### src/hdl/osdts_pkg.sv
package osdts_pkg;
	// ==========================================
	// Register offsets (byte addresses, word aligned)
	localparam logic [5:0] ADDR_STATUS     = 6'h00;
	localparam logic [5:0] ADDR_HSYNC_LAG  = 6'h04;
	localparam logic [5:0] ADDR_VSYNC_LAG  = 6'h08;
	localparam logic [5:0] ADDR_TOP_LINE   = 6'h0C;
	localparam logic [5:0] ADDR_CONFIG     = 6'h10;
	localparam logic [5:0] ADDR_PB_START   = 6'h14;
	localparam logic [5:0] ADDR_PB_END     = 6'h18;
	localparam logic [5:0] ADDR_PB_PLACE   = 6'h1C;
	localparam logic [5:0] ADDR_PB_VOFF    = 6'h20;
	localparam logic [5:0] ADDR_PA_VOFF    = 6'h24;
	localparam logic [5:0] ADDR_IRQ_STATUS = 6'h28;
	localparam logic [5:0] ADDR_IRQ_ENABLE = 6'h2C;
	localparam logic [5:0] ADDR_IRQ_CLEAR  = 6'h30;
	localparam logic [5:0] ADDR_MODE_CTRL  = 6'h34;
	// ==========================================
	// Status fields
	localparam int ST_BUSY     = 7;
	localparam int ST_FIELD    = 6;
	localparam int ST_ROLL_EN  = 5;
	localparam int ST_FLASH    = 4;
	// Configuration fields
	localparam int CF_CAPTION  = 7;
	localparam int CF_LAG_HI   = 6;
	localparam int CF_LAG_LO   = 4;
	localparam int CF_AXIS     = 3;
	localparam int CF_CAPFIELD = 2;
	localparam int CF_HIRATE   = 1;
	localparam int CF_DUAL     = 0;
	// Interrupt bits
	localparam int IRQ_VSYNC   = 0;
	localparam int IRQ_HSYNC   = 1;
	localparam int IRQ_BUSY    = 2;
	// ==========================================
	// Reset values and timing
	localparam logic [7:0] REG_RESET    = 8'h00;
	localparam int         LAG_W        = 7;
	localparam int         VLAG_UNIT    = 8;
	localparam int         CHAR_PIXELS  = 12;
	localparam real        PIX_CLK_MHZ  = 12.0;
	localparam real        SYS_CLK_MHZ  = 250.0;
	localparam int         PIX_DIV      = int'(SYS_CLK_MHZ / PIX_CLK_MHZ);
	// Switch alignment codes
	localparam logic [2:0] SW_OFF       = 3'h0;
	localparam logic [2:0] SW_EARLY     = 3'h1;
	localparam logic [2:0] SW_ALIGNED   = 3'h2;
	localparam logic [2:0] SW_LATE      = 3'h4;
endpackage

### src/hdl/osdts_regs.sv
// Functional notes
// - Busy status bit is 1 while display memory access may disturb the picture.
// - Field parity flag comes from H and V syncs; 1 means even field.
// - In progressive scan the field parity toggles at every vertical sync.
// - Flash-region-only bit shows background only in flash regions; reads back.
// - Roll enable bit and four-bit first rolling row are read/write in status.
// - Horizontal sync delayed by seven-bit count in full character widths.
// - Vertical sync delayed by seven-bit count in units of eight pixel clocks.
// - Caption mode bit selects closed caption operation.
// - Switch lag code: 000 off, 001 early, 010 aligned, 100 late.
// - Busy axis bit 1 makes busy follow horizontal timing.
// - Capture field flag is read-only from composite input; writes ignored.
// - High-rate bit selects 100 or 120 Hz display timing.
// - Dual window bit enables two-page mode with second page window registers.
// - Second page takes two-bit fine offset and six-bit text start.
// - Second page text area ends at six-bit full-character position.
// - First page six-bit vertical offset gives display start lines after sync.
//
// Added by the designer: the Avalon-MM interface to the registers and the placing of the registers.
`timescale 1ns/1ns
module osdts_regs
#(
	parameter int LAG_W = 7
)
(
	input  wire logic        sys_clk,
	input  wire logic        resetn,
	input  wire logic [5:0]  avs_address,
	input  wire logic        avs_read,
	input  wire logic        avs_write,
	input  wire logic [31:0] avs_writedata,
	input  wire logic [3:0]  avs_byteenable,
	output logic [31:0]      avs_readdata,
	output logic             avs_waitrequest,
	input  wire logic        hsyncPin,
	input  wire logic        vsyncPin,
	input  wire logic        captureFieldPin,
	input  wire logic        memAccessReq,
	input  wire logic        videoRgbActive,
	output logic             lagHsync_r,
	output logic             lagVsync_r,
	output logic             videoSwitchOut_r,
	output logic             busyTiming_r,
	output logic             captionMode_r,
	output logic             hiRate_r,
	output logic             dualWindow_r,
	output logic             flashRegionOnly_r,
	output logic             rollAreaEnable_r,
	output logic [3:0]       firstRollingRow_r,
	output logic [3:0]       rollTopLineSel_r,
	output logic [1:0]       pbFineOffset_r,
	output logic [5:0]       pbStartCol_r,
	output logic [5:0]       pbEndCol_r,
	output logic [7:0]       pbPlace_r,
	output logic [5:0]       pbLineOffset_r,
	output logic [5:0]       paLineOffset_r,
	output logic             pbLineMatch_r,
	output logic             irq_r
);
	// ==========================================
	// Pin synchronisers
	logic [2:0] hsSync_r;
	logic [2:0] vsSync_r;
	logic [2:0] cfSync_r;
	logic       hsLevel_r;
	logic       vsLevel_r;
	logic       cfLevel_r;
	logic       hsRise;
	logic       vsRise;

	always_ff @(posedge sys_clk)
	begin
		if (!resetn)
		begin
			hsSync_r <= 3'h0;
			vsSync_r <= 3'h0;
			cfSync_r <= 3'h0;
			hsLevel_r <= 1'b0;
			vsLevel_r <= 1'b0;
			cfLevel_r <= 1'b0;
		end
		else
		begin
			hsSync_r <= {hsSync_r[1:0], hsyncPin};
			vsSync_r <= {vsSync_r[1:0], vsyncPin};
			cfSync_r <= {cfSync_r[1:0], captureFieldPin};
			if (hsSync_r[1] == hsSync_r[2])
				hsLevel_r <= hsSync_r[2];
			if (vsSync_r[1] == vsSync_r[2])
				vsLevel_r <= vsSync_r[2];
			if (cfSync_r[1] == cfSync_r[2])
				cfLevel_r <= cfSync_r[2];
		end
	end

	assign hsRise = (hsSync_r[1] == hsSync_r[2]) && hsSync_r[2] && !hsLevel_r;
	assign vsRise = (vsSync_r[1] == vsSync_r[2]) && vsSync_r[2] && !vsLevel_r;

	// ==========================================
	// Registers
	logic [LAG_W-1:0] hLag_r;
	logic [LAG_W-1:0] vLag_r;
	logic [2:0]       switchLag_r;
	logic             busyAxis_r;
	logic             progressive_r;
	logic [2:0]       irqStatus_r;
	logic [2:0]       irqEnable_r;
	logic             busyFlag_r;
	logic             fieldParity_r;
	logic             wrEn;
	logic [7:0]       wb;

	assign wrEn = avs_write && !avs_waitrequest && avs_byteenable[0];
	assign wb   = avs_writedata[7:0];

	function automatic logic hit(input logic [5:0] a, input logic [5:0] o);
		hit = (a == o);
	endfunction

	always_ff @(posedge sys_clk)
	begin
		if (!resetn)
		begin
			hLag_r <= '0;
			vLag_r <= '0;
			switchLag_r <= 3'h0;
			busyAxis_r <= 1'b0;
			progressive_r <= 1'b0;
			captionMode_r <= 1'b0;
			hiRate_r <= 1'b0;
			dualWindow_r <= 1'b0;
			flashRegionOnly_r <= 1'b0;
			rollAreaEnable_r <= 1'b0;
			firstRollingRow_r <= 4'h0;
			rollTopLineSel_r <= 4'h0;
			pbFineOffset_r <= 2'h0;
			pbStartCol_r <= 6'h00;
			pbEndCol_r <= 6'h00;
			pbPlace_r <= 8'h00;
			pbLineOffset_r <= 6'h00;
			paLineOffset_r <= 6'h00;
			irqEnable_r <= 3'h0;
		end
		else if (wrEn)
		begin
			if (hit(avs_address, osdts_pkg::ADDR_STATUS))
			begin
				rollAreaEnable_r <= wb[osdts_pkg::ST_ROLL_EN];
				flashRegionOnly_r <= wb[osdts_pkg::ST_FLASH];
				firstRollingRow_r <= wb[3:0];
			end
			if (hit(avs_address, osdts_pkg::ADDR_HSYNC_LAG))
				hLag_r <= wb[LAG_W-1:0];
			if (hit(avs_address, osdts_pkg::ADDR_VSYNC_LAG))
				vLag_r <= wb[LAG_W-1:0];
			if (hit(avs_address, osdts_pkg::ADDR_TOP_LINE))
				rollTopLineSel_r <= wb[3:0];
			if (hit(avs_address, osdts_pkg::ADDR_CONFIG))
			begin
				captionMode_r <= wb[osdts_pkg::CF_CAPTION];
				switchLag_r <= wb[osdts_pkg::CF_LAG_HI:osdts_pkg::CF_LAG_LO];
				busyAxis_r <= wb[osdts_pkg::CF_AXIS];
				hiRate_r <= wb[osdts_pkg::CF_HIRATE];
				dualWindow_r <= wb[osdts_pkg::CF_DUAL];
			end
			if (hit(avs_address, osdts_pkg::ADDR_PB_START))
			begin
				pbFineOffset_r <= wb[7:6];
				pbStartCol_r <= wb[5:0];
			end
			if (hit(avs_address, osdts_pkg::ADDR_PB_END))
				pbEndCol_r <= wb[5:0];
			if (hit(avs_address, osdts_pkg::ADDR_PB_PLACE))
				pbPlace_r <= wb;
			if (hit(avs_address, osdts_pkg::ADDR_PB_VOFF))
				pbLineOffset_r <= wb[5:0];
			if (hit(avs_address, osdts_pkg::ADDR_PA_VOFF))
				paLineOffset_r <= wb[5:0];
			if (hit(avs_address, osdts_pkg::ADDR_IRQ_ENABLE))
				irqEnable_r <= wb[2:0];
			if (hit(avs_address, osdts_pkg::ADDR_MODE_CTRL))
				progressive_r <= wb[0];
		end
	end

	// ==========================================
	// Pixel clock enable and sync delays
	logic [7:0]       pixCnt_r;
	logic             pixTick;
	logic [3:0]       charCnt_r;
	logic [2:0]       unitCnt_r;
	logic [LAG_W-1:0] hCnt_r;
	logic [LAG_W-1:0] vCnt_r;
	logic             hRun_r;
	logic             vRun_r;
	logic             hDone;
	logic             vDone;

	assign pixTick = (pixCnt_r == 8'(osdts_pkg::PIX_DIV - 1));

	always_ff @(posedge sys_clk)
	begin
		if (!resetn)
			pixCnt_r <= 8'h00;
		else if (pixTick)
			pixCnt_r <= 8'h00;
		else
			pixCnt_r <= pixCnt_r + 8'h01;
	end

	assign hDone = hRun_r && pixTick && (charCnt_r == 4'(osdts_pkg::CHAR_PIXELS - 1)) && (hCnt_r == '0);
	assign vDone = vRun_r && pixTick && (unitCnt_r == 3'(osdts_pkg::VLAG_UNIT - 1)) && (vCnt_r == '0);

	always_ff @(posedge sys_clk)
	begin
		if (!resetn)
		begin
			hRun_r <= 1'b0;
			hCnt_r <= '0;
			charCnt_r <= 4'h0;
			lagHsync_r <= 1'b0;
		end
		else
		begin
			lagHsync_r <= 1'b0;
			if (hsRise)
			begin
				hCnt_r <= hLag_r;
				charCnt_r <= 4'h0;
				hRun_r <= (hLag_r != '0);
				lagHsync_r <= (hLag_r == '0);
			end
			else if (hRun_r && pixTick)
			begin
				if (charCnt_r == 4'(osdts_pkg::CHAR_PIXELS - 1))
				begin
					charCnt_r <= 4'h0;
					if (hCnt_r == LAG_W'(1) || hCnt_r == '0)
					begin
						hRun_r <= 1'b0;
						lagHsync_r <= 1'b1;
					end
					hCnt_r <= hCnt_r - 1'b1;
				end
				else
					charCnt_r <= charCnt_r + 4'h1;
			end
		end
	end

	always_ff @(posedge sys_clk)
	begin
		if (!resetn)
		begin
			vRun_r <= 1'b0;
			vCnt_r <= '0;
			unitCnt_r <= 3'h0;
			lagVsync_r <= 1'b0;
		end
		else
		begin
			lagVsync_r <= 1'b0;
			if (vsRise)
			begin
				vCnt_r <= vLag_r;
				unitCnt_r <= 3'h0;
				vRun_r <= (vLag_r != '0);
				lagVsync_r <= (vLag_r == '0);
			end
			else if (vRun_r && pixTick)
			begin
				if (unitCnt_r == 3'(osdts_pkg::VLAG_UNIT - 1))
				begin
					unitCnt_r <= 3'h0;
					if (vCnt_r == LAG_W'(1) || vCnt_r == '0)
					begin
						vRun_r <= 1'b0;
						lagVsync_r <= 1'b1;
					end
					vCnt_r <= vCnt_r - 1'b1;
				end
				else
					unitCnt_r <= unitCnt_r + 3'h1;
			end
		end
	end

	// ==========================================
	// Field parity, busy and line matching
	logic       hsDuringV_r;
	logic [5:0] lineCnt_r;

	always_ff @(posedge sys_clk)
	begin
		if (!resetn)
		begin
			fieldParity_r <= 1'b0;
			hsDuringV_r <= 1'b0;
		end
		else if (vsRise)
		begin
			if (progressive_r)
				fieldParity_r <= !fieldParity_r;
			// even field when vsync lands mid-line
			else
				fieldParity_r <= hsDuringV_r;
			hsDuringV_r <= 1'b0;
		end
		else if (hsRise)
			hsDuringV_r <= 1'b0;
		else if (pixTick)
			hsDuringV_r <= 1'b1;
	end

	always_ff @(posedge sys_clk)
	begin
		if (!resetn)
		begin
			lineCnt_r <= 6'h00;
			pbLineMatch_r <= 1'b0;
		end
		else
		begin
			if (vsRise)
				lineCnt_r <= 6'h00;
			else if (hsRise && lineCnt_r != 6'h3F)
				lineCnt_r <= lineCnt_r + 6'h01;
			// second page starts on its own offset in dual mode
			pbLineMatch_r <= dualWindow_r ? (lineCnt_r == pbLineOffset_r) : (lineCnt_r == paLineOffset_r);
		end
	end

	always_ff @(posedge sys_clk)
	begin
		if (!resetn)
		begin
			busyTiming_r <= 1'b0;
			busyFlag_r <= 1'b0;
		end
		else
		begin
			busyTiming_r <= busyAxis_r ? hsLevel_r : vsLevel_r;
			// busy while access meets active timing
			busyFlag_r <= memAccessReq && !(busyAxis_r ? hsLevel_r : vsLevel_r);
		end
	end

	// ==========================================
	// Video switch alignment
	logic [1:0] rgbHist_r;

	always_ff @(posedge sys_clk)
	begin
		if (!resetn)
		begin
			rgbHist_r <= 2'h0;
			videoSwitchOut_r <= 1'b0;
		end
		else
		begin
			// lag codes; early is not predictable so the pipe is two pixels deep
			if (pixTick)
				rgbHist_r <= {rgbHist_r[0], videoRgbActive};
			case (switchLag_r)
				osdts_pkg::SW_EARLY:   videoSwitchOut_r <= videoRgbActive;
				osdts_pkg::SW_ALIGNED: videoSwitchOut_r <= rgbHist_r[0];
				osdts_pkg::SW_LATE:    videoSwitchOut_r <= rgbHist_r[1];
				default:               videoSwitchOut_r <= 1'b0;
			endcase
		end
	end

	// ==========================================
	// Interrupts: set wins over clear
	logic [2:0] irqEvents;
	logic [2:0] irqClear;

	assign irqEvents = {busyFlag_r, lagHsync_r, lagVsync_r};
	assign irqClear  = (wrEn && hit(avs_address, osdts_pkg::ADDR_IRQ_CLEAR)) ? wb[2:0] : 3'h0;

	always_ff @(posedge sys_clk)
	begin
		if (!resetn)
		begin
			irqStatus_r <= 3'h0;
			irq_r <= 1'b0;
		end
		else
		begin
			irqStatus_r <= (irqStatus_r & ~irqClear) | irqEvents;
			irq_r <= |(irqStatus_r & irqEnable_r);
		end
	end

	// ==========================================
	// Bus read and wait
	logic [7:0] rd;

	always_comb
	begin
		rd = osdts_pkg::REG_RESET;
		case (avs_address)
			osdts_pkg::ADDR_STATUS:     rd = {busyFlag_r, fieldParity_r, rollAreaEnable_r, flashRegionOnly_r,
			                                  firstRollingRow_r};
			osdts_pkg::ADDR_HSYNC_LAG:  rd = {1'b0, hLag_r};
			osdts_pkg::ADDR_VSYNC_LAG:  rd = {1'b0, vLag_r};
			osdts_pkg::ADDR_TOP_LINE:   rd = {4'h0, rollTopLineSel_r};
			osdts_pkg::ADDR_CONFIG:     rd = {captionMode_r, switchLag_r, busyAxis_r, cfLevel_r, hiRate_r,
			                                  dualWindow_r};
			osdts_pkg::ADDR_PB_START:   rd = {pbFineOffset_r, pbStartCol_r};
			osdts_pkg::ADDR_PB_END:     rd = {2'h0, pbEndCol_r};
			osdts_pkg::ADDR_PB_PLACE:   rd = pbPlace_r;
			osdts_pkg::ADDR_PB_VOFF:    rd = {2'h0, pbLineOffset_r};
			osdts_pkg::ADDR_PA_VOFF:    rd = {2'h0, paLineOffset_r};
			osdts_pkg::ADDR_IRQ_STATUS: rd = {5'h00, irqStatus_r};
			osdts_pkg::ADDR_IRQ_ENABLE: rd = {5'h00, irqEnable_r};
			osdts_pkg::ADDR_MODE_CTRL:  rd = {7'h00, progressive_r};
			default:                    rd = 8'h00;
		endcase
	end

	// One wait cycle per access: request held, answer on the second edge
	always_ff @(posedge sys_clk)
	begin
		if (!resetn)
		begin
			avs_waitrequest <= 1'b1;
			avs_readdata <= 32'h00000000;
		end
		else
		begin
			avs_waitrequest <= !((avs_read || avs_write) && avs_waitrequest);
			if (avs_read && avs_waitrequest)
				avs_readdata <= {24'h000000, rd};
		end
	end
endmodule

### config.mk
export PLATFORM = sky130hd
export DESIGN_NAME = osdts_regs
export DESIGN_NICKNAME = d
export VERILOG_FILES = /design/src/hdl/osdts_pkg.sv /design/src/hdl/osdts_regs.sv
export SDC_FILE = /design/constraint.sdc
export NUM_CORES = 1
export LEC_CHECK = 0
export ABC_AREA = 1
export BUFFER_PORTS_ARGS = -buffer_cell sky130_fd_sc_hd__buf_2
export CORE_AREA = 2 2 127 129
export DETAILED_ROUTE_END_ITERATION = 16
export DIE_AREA = 0 0 129 131
export PLACE_DENSITY = 0.65
export SLEW_MARGIN = 20
export SYNTH_ARGS = -nofsm -noshare
export SYNTH_HDL_FRONTEND = slang
export SYNTH_SLANG_ARGS = --single-unit
### constraint.sdc
create_clock -name sys_clk -period 2.7 [get_ports sys_clk]
set_clock_uncertainty 0.05 [all_clocks]
set_input_delay 0.135 -clock sys_clk [delete_from_list [all_inputs] [get_ports sys_clk]]
set_output_delay 0.135 -clock sys_clk [all_outputs]
set_load 0.03 [all_outputs]
==> impl_metrics.ini, run 1 <==
[outcome]
status = finished clean

[job]
drv_cap = 0

[synthesis]
ys_seq_area_frac = 0.410
yosysWarnings = 0
avgSynthCellArea_sq_um = 7.20
synthCells = 956
synth_cell_type_count = 44
synth_top_flop_cell = dfxtp_1
synthArstFlopShare = 0
synth-edff-count = 0
yosys_register_bits = 141
syn_area_sq_mm = 0.00688

[placement]
dpl-instance-area_sq_mm = 0.00743
place_ws_ns = 0.806
routabilityCongestion = 0.894
dp_hpwl_um = 12800
port_buffers = 85

[clocking]
clkLatencyLatePin_ns = 0.43
cts_root_buf = clkbuf_16
hold_buffers = 9
cts_tree = yes
max-clock-path-buffers = 2
cts.sinks = 141
post_cts_buffers = 0
cts_max_level = 4
cts-buffers-inserted = 17
cts_resized = 0
clk_pin_slew_ns = 0.06

[global_routing]
grt_use_met3 = 0.0436
met2_usage = 0.349
grt_start_max_net_pins = 92
use_met1 = 0.295
gr-max-usage-layer = met2
gr-total-overflow = 0
grt_pass1_vias = 5683
antenna_found_initial = 0
grt_usage = 0.220
grt_pass1_wl_um = 28800

[critical_path]
end_kind = flip-flop
crit_arrival_ns = 2.18
crit_buf_inv = 1
cp-start-kind = flip-flop
cp_cell_sequence = ha_1 -> nand2_1 -> inv_1 -> nand2_1 -> nor2_1 -> nand3_1 -> xor2_1 -> nor2_1
critPathRequiredTime_ns = 2.95
cp_top_family = simple AND/OR/NAND/NOR gates
slowest_delay_ns = 0.39
path_max_fanout = 14
critical-path-slowest-cell = inv_1
critPathKind = reg -> reg

[timing]
slew_viol_final = 0
rsz0062_at_grt = no
hold_violations = 0
min_period_ns = 1.93
worst_slack_ns = 0.771
tns_ns = 0
fmax_mhz = 518
tightestPinTransition_ns = 0.861
relSlewSlack = 0.426
setup_viol = 0
period_share = 0.714

[detailed_routing]
drt_iter0_drc = 386
routed-via-count = 6274
drc = 0
wl_per_cell_um = 14.0
viasPerCell = 4.91
routed_wl_um = 17900
ant_nets = 0
first_pass_iters = 5

[cells_and_area]
final_nets = 1115
n_antenna_cell = 0
finish.instance_area_sq_mm = 0.00811
syn_to_final_growth_pct = 17.8
final_cell_mix = nand2_1 (189), nor2_1 (168), dfxtp_1 (141)
layout-drive-gt1-share = 0.176
layout_commonest_cell = nand2_1

[pwr]
p_per_area_mw_per_mm2 = 580
power_leakage_uw = 0.00385
vdd_drop_max_v = 0.000411

[die]
start_util = 0.441
chipWidth_um = 129
die-height_um = 131
num_rows = 46
fp.coreArea_sq_mm = 0.0156
die-area_sq_mm = 0.0169
pin_count = 137

[hold_path]
hold_class = in -> reg
-- through the flow --
stage | power (uW) | hold slack, ns | std cells | util
2_1_floorplan | 2370 | 0.183 | 979 | -
3_3_place_gp | 2410 | 0.265 | 1238 | 0.476
3_5_place_dp | 2420 | 0.271 | 1238 | 0.476
4_1_cts | 4730 | 0.0214 | 1279 | 0.520
5_1_grt | 4860 | 0.0734 | 1279 | 0.520
6_report | 4710 | 0.0344 | 1279 | 0.520
-- logic make-up (layout without fill, tap and decap cells) --
logic type / count (synthesis) / after routing / synth area share
xor+xnor: 19 / 19 / 0.0242
mux: 1 / 1 / 0.00145
other cells: 1 / 24 / 0.000545
flops: 141 / 141 / 0.410
simple gates: 450 / 450 / 0.301
compound gates: 183 / 183 / 0.142
buf+inv: 147 / 231 / 0.0958
fa+ha+maj: 14 / 14 / 0.0254
-- Yosys cell counts, types with 8 or more instances --
cell      count  share of area
nand2_1     189           0.10
nor2_1      168          0.092
dfxtp_1     141           0.41
o21ai_0      97          0.071
inv_1        79          0.043
a21oi_1      53          0.039
nand3_1      32          0.023
buf_4        24          0.026
inv_2        15         0.0082
ha_1         14          0.025
nand4_1      14          0.013
xor2_1       14          0.018
clkbuf_1     13         0.0071
o21ai_1      13         0.0095
nor2_8        9          0.026
a21oi_2       8          0.010
nand2_2       8         0.0073
-- power by group --
group,switching [uW],total (uW),internal (uW)
combinational,202,269,67.5
sequential,13.4,2110,2100
clock,999,2320,1330
-- final cells by class --
cell class | count | area [sq um]
multi-input combinational | 691 | 3490
tap | 216 | 270
clock buffer | 18 | 439
inverter | 101 | 393
fill | 1546 | 7490
sequential | 141 | 2820
timing repair buffer | 98 | 546
clock inverter | 14 | 149
-- flip-flops by register name, indices dropped and copies added, names as in the netlist, 4 cells and up --
register and count:
avs_readdata 8, pbPlace_r 8, pixCnt_r 8, hCnt_r 7
hLag_r 7, vCnt_r 7, vLag_r 7, lineCnt_r 6
paLineOffset_r 6, pbEndCol_r 6, pbLineOffset_r 6, pbStartCol_r 6
charCnt_r 4, firstRollingRow_r 4, rollTopLineSel_r 4
-- metal layers --
| layer | up-vias | part of all wire | routed length (um) |
|---|---|---|---|
| met5 | - | 0 | 0 |
| met4 | 0 | 0.020 | 352 |
| met3 | 23 | 0.063 | 1120 |
| met2 | 196 | 0.45 | 8080 |
| met1 | 2845 | 0.47 | 8310 |
| li1 | 3210 | - | - |
-- worst reg2reg max path: stages (launching register included) --
cell and delay, ns:
dfxtp_1 0.34, ha_1 0.15, nand2_1 0.14, inv_1 0.39
nand2_1 0.23, nor2_1 0.20, nand3_1 0.10, xor2_1 0.14
nor2_1 0.05
-- final timing paths --
| kind | start | endpoint | slack (ns) | cells after the start |
|---|---|---|---|---|
| worst max-delay path | hsSync_r[1] | lineCnt_r[5] | 0.77 | 8 |
| worst min-delay path | resetn | busyFlag_r | 0.03 | 3 |
| worst max register to register | hsSync_r[1] | lineCnt_r[5] | 0.77 | 8 |
| worst min register to register | vsSync_r[0] | vsSync_r[1] | 0.36 | 2 |
No activity file was read; power rests on OpenSTA's default activity.
==> run 2: changes to the inputs <==
==> constraint.sdc (replaced) <==
create_clock -name sys_clk -period 1.9 [get_ports sys_clk]
set_clock_uncertainty 0.05 [all_clocks]
set_input_delay 0.095 -clock sys_clk [delete_from_list [all_inputs] [get_ports sys_clk]]
set_output_delay 0.095 -clock sys_clk [all_outputs]
set_load 0.03 [all_outputs]
==> run 2 against run 1 <==
- die area did not move
- cell count grew 0.55%
- routed wire length up 1.4%
- global-route usage grew 0.42 points
- critical path depth shrank 2
- count of clock-buffer cells in the layout down 1
- fmax is 12% higher
- setup slack worse by 0.60 ns
- cell area increased by 2.0%
- hold slack worse by 0.011 ns
- non-clock buffer count up 7
- critical path type unchanged
- largest cell class unchanged
- largest power group unchanged
==> impl_metrics.ini, run 2 (synthesized netlist as in run 1, its figures left out) <==
[timing]
period_share = 0.910
tns_ns = 0
tightestPinTransition_ns = 0.513
whs_ns = 0.0238
fmax_mhz = 578
relSlewSlack = 0.656
rsz0062_at_grt = no
min_period_ns = 1.73
setup_viol = 0
hold_violations = 0
slew_viol_final = 0

[clocking]
cts-buffers-inserted = 17
post_cts_buffers = 0
hold_buffers = 10
cts.sinks = 141
cts_resized = 0
cts_root_buf = clkbuf_16
clkLatencyLatePin_ns = 0.43
max-clock-path-buffers = 2
clk_pin_slew_ns = 0.06
cts_max_level = 4
cts_tree = yes

[global_routing]
gr-max-usage-layer = met2
grt_start_max_net_pins = 73
grt_pass1_vias = 5700
antenna_found_initial = 0
grt_pass1_wl_um = 29200
gr-total-overflow = 0
grt_use_met3 = 0.0513
met2_usage = 0.364
grt_usage = 0.224
use_met1 = 0.297

[critical_path]
path_max_fanout = 7
critPathKind = reg -> reg
cp-startpoint = vsSync_r[1]
r2r-start = vsSync_r[1]
critPathRequiredTime_ns = 2.20
cp-start-kind = flip-flop
reg2regPathDepth = 6
r2r_slack_ns = 0.17
crit_arrival_ns = 2.03
end_kind = flip-flop

[hold_path]
whs_path_depth = 3
hold_class = in -> reg
min_from = avs_writedata[3]

[cells_and_area]
reg_top3 = avs_readdata (8), pbPlace_r (8), pixCnt_r (8)
syn_to_final_growth_pct = 20.2
layout-drive-gt1-share = 0.180
final_cell_mix = nand2_1 (189), nor2_1 (168), dfxtp_1 (141)
finish.instance_area_sq_mm = 0.00827
n_antenna_cell = 0
nFillCells = 1559
final_nets = 1122
layout_commonest_cell = nand2_1

[outcome]
status = finished clean

[die]
start_util = 0.441
die-area_sq_mm = 0.0169
num_rows = 46
pin_count = 137
fp.coreArea_sq_mm = 0.0156
die-height_um = 131
chipWidth_um = 129

[job]
drv_cap = 0

[pwr]
vdd_drop_max_v = 0.000541
p_sw_frac = 0.231
internal-power_uw = 5570
clkPwrFrac = 0.532
comb_power_share = 0.054
power_leakage_uw = 0.00394
p_per_area_mw_per_mm2 = 877
p_sw_uw = 1680
seqPwrFrac = 0.414

[detailed_routing]
viasPerCell = 4.85
routed-via-count = 6234
routed_wl_um = 18100
drt_iter0_drc = 338
ant_nets = 0
first_pass_iters = 5
wl_per_cell_um = 14.1
drc = 0

[placement]
dp_hpwl_um = 13000
dpl-instance-area_sq_mm = 0.00749
port_buffers = 85
routabilityCongestion = 0.885
run 2: worst paths after layout:
check,endpoint
min reg2reg,hsSync_r[1]
max reg2reg,lineCnt_r[0]
min,pbStartCol_r[3]
max,lineCnt_r[0]
run 2: power by group through the flow:
stage	Clock (uW)	Sequential, uW	Combinational, uW
2_1_floorplan	0	3070	292
3_3_place_gp	0	3070	369
3_5_place_dp	0	3070	372
4_1_cts	3900	3000	390
5_1_grt	4040	3000	430
6_report	3860	3000	390
run 2: through the flow:
step	worst slack, ns	utilization	total power (uW)	cells
6_report	0.171	0.530	7250	1286
5_1_grt	0.00345	0.530	7470	1286
4_1_cts	0.150	0.530	7290	1286
3_5_place_dp	0.179	0.480	3440	1244
3_3_place_gp	0.216	0.480	3440	1244
2_1_floorplan	0.390	-	3370	979
run 2: layout make-up:
cell class | count | area, sq um | area share
multi-input cells | 691 | 3490 | 0.422
repair buffers | 105 | 613 | 0.0741
clock inverters | 15 | 260 | 0.0315
inverters | 101 | 393 | 0.0475
clock buffers | 17 | 425 | 0.0514
flip-flops and latches | 141 | 2820 | 0.341
well taps | 216 | 270 | 0.0327
run 2: routing by layer:
metal,up-vias,part of all wire,wire length (um)
met3,16,0.051,926
met4,0,0.015,268
met1,2819,0.47,8590
met5,-,0,0
met2,170,0.46,8330
li1,3229,-,-
run 2: critical path, cell delays in order (launching register included):
cell	delay, ns
dfxtp_1	0.31
ha_1	0.19
nand2_1	0.17
clkinv_1	0.22
nor2_1	0.41
inv_1	0.17
a21oi_1	0.14
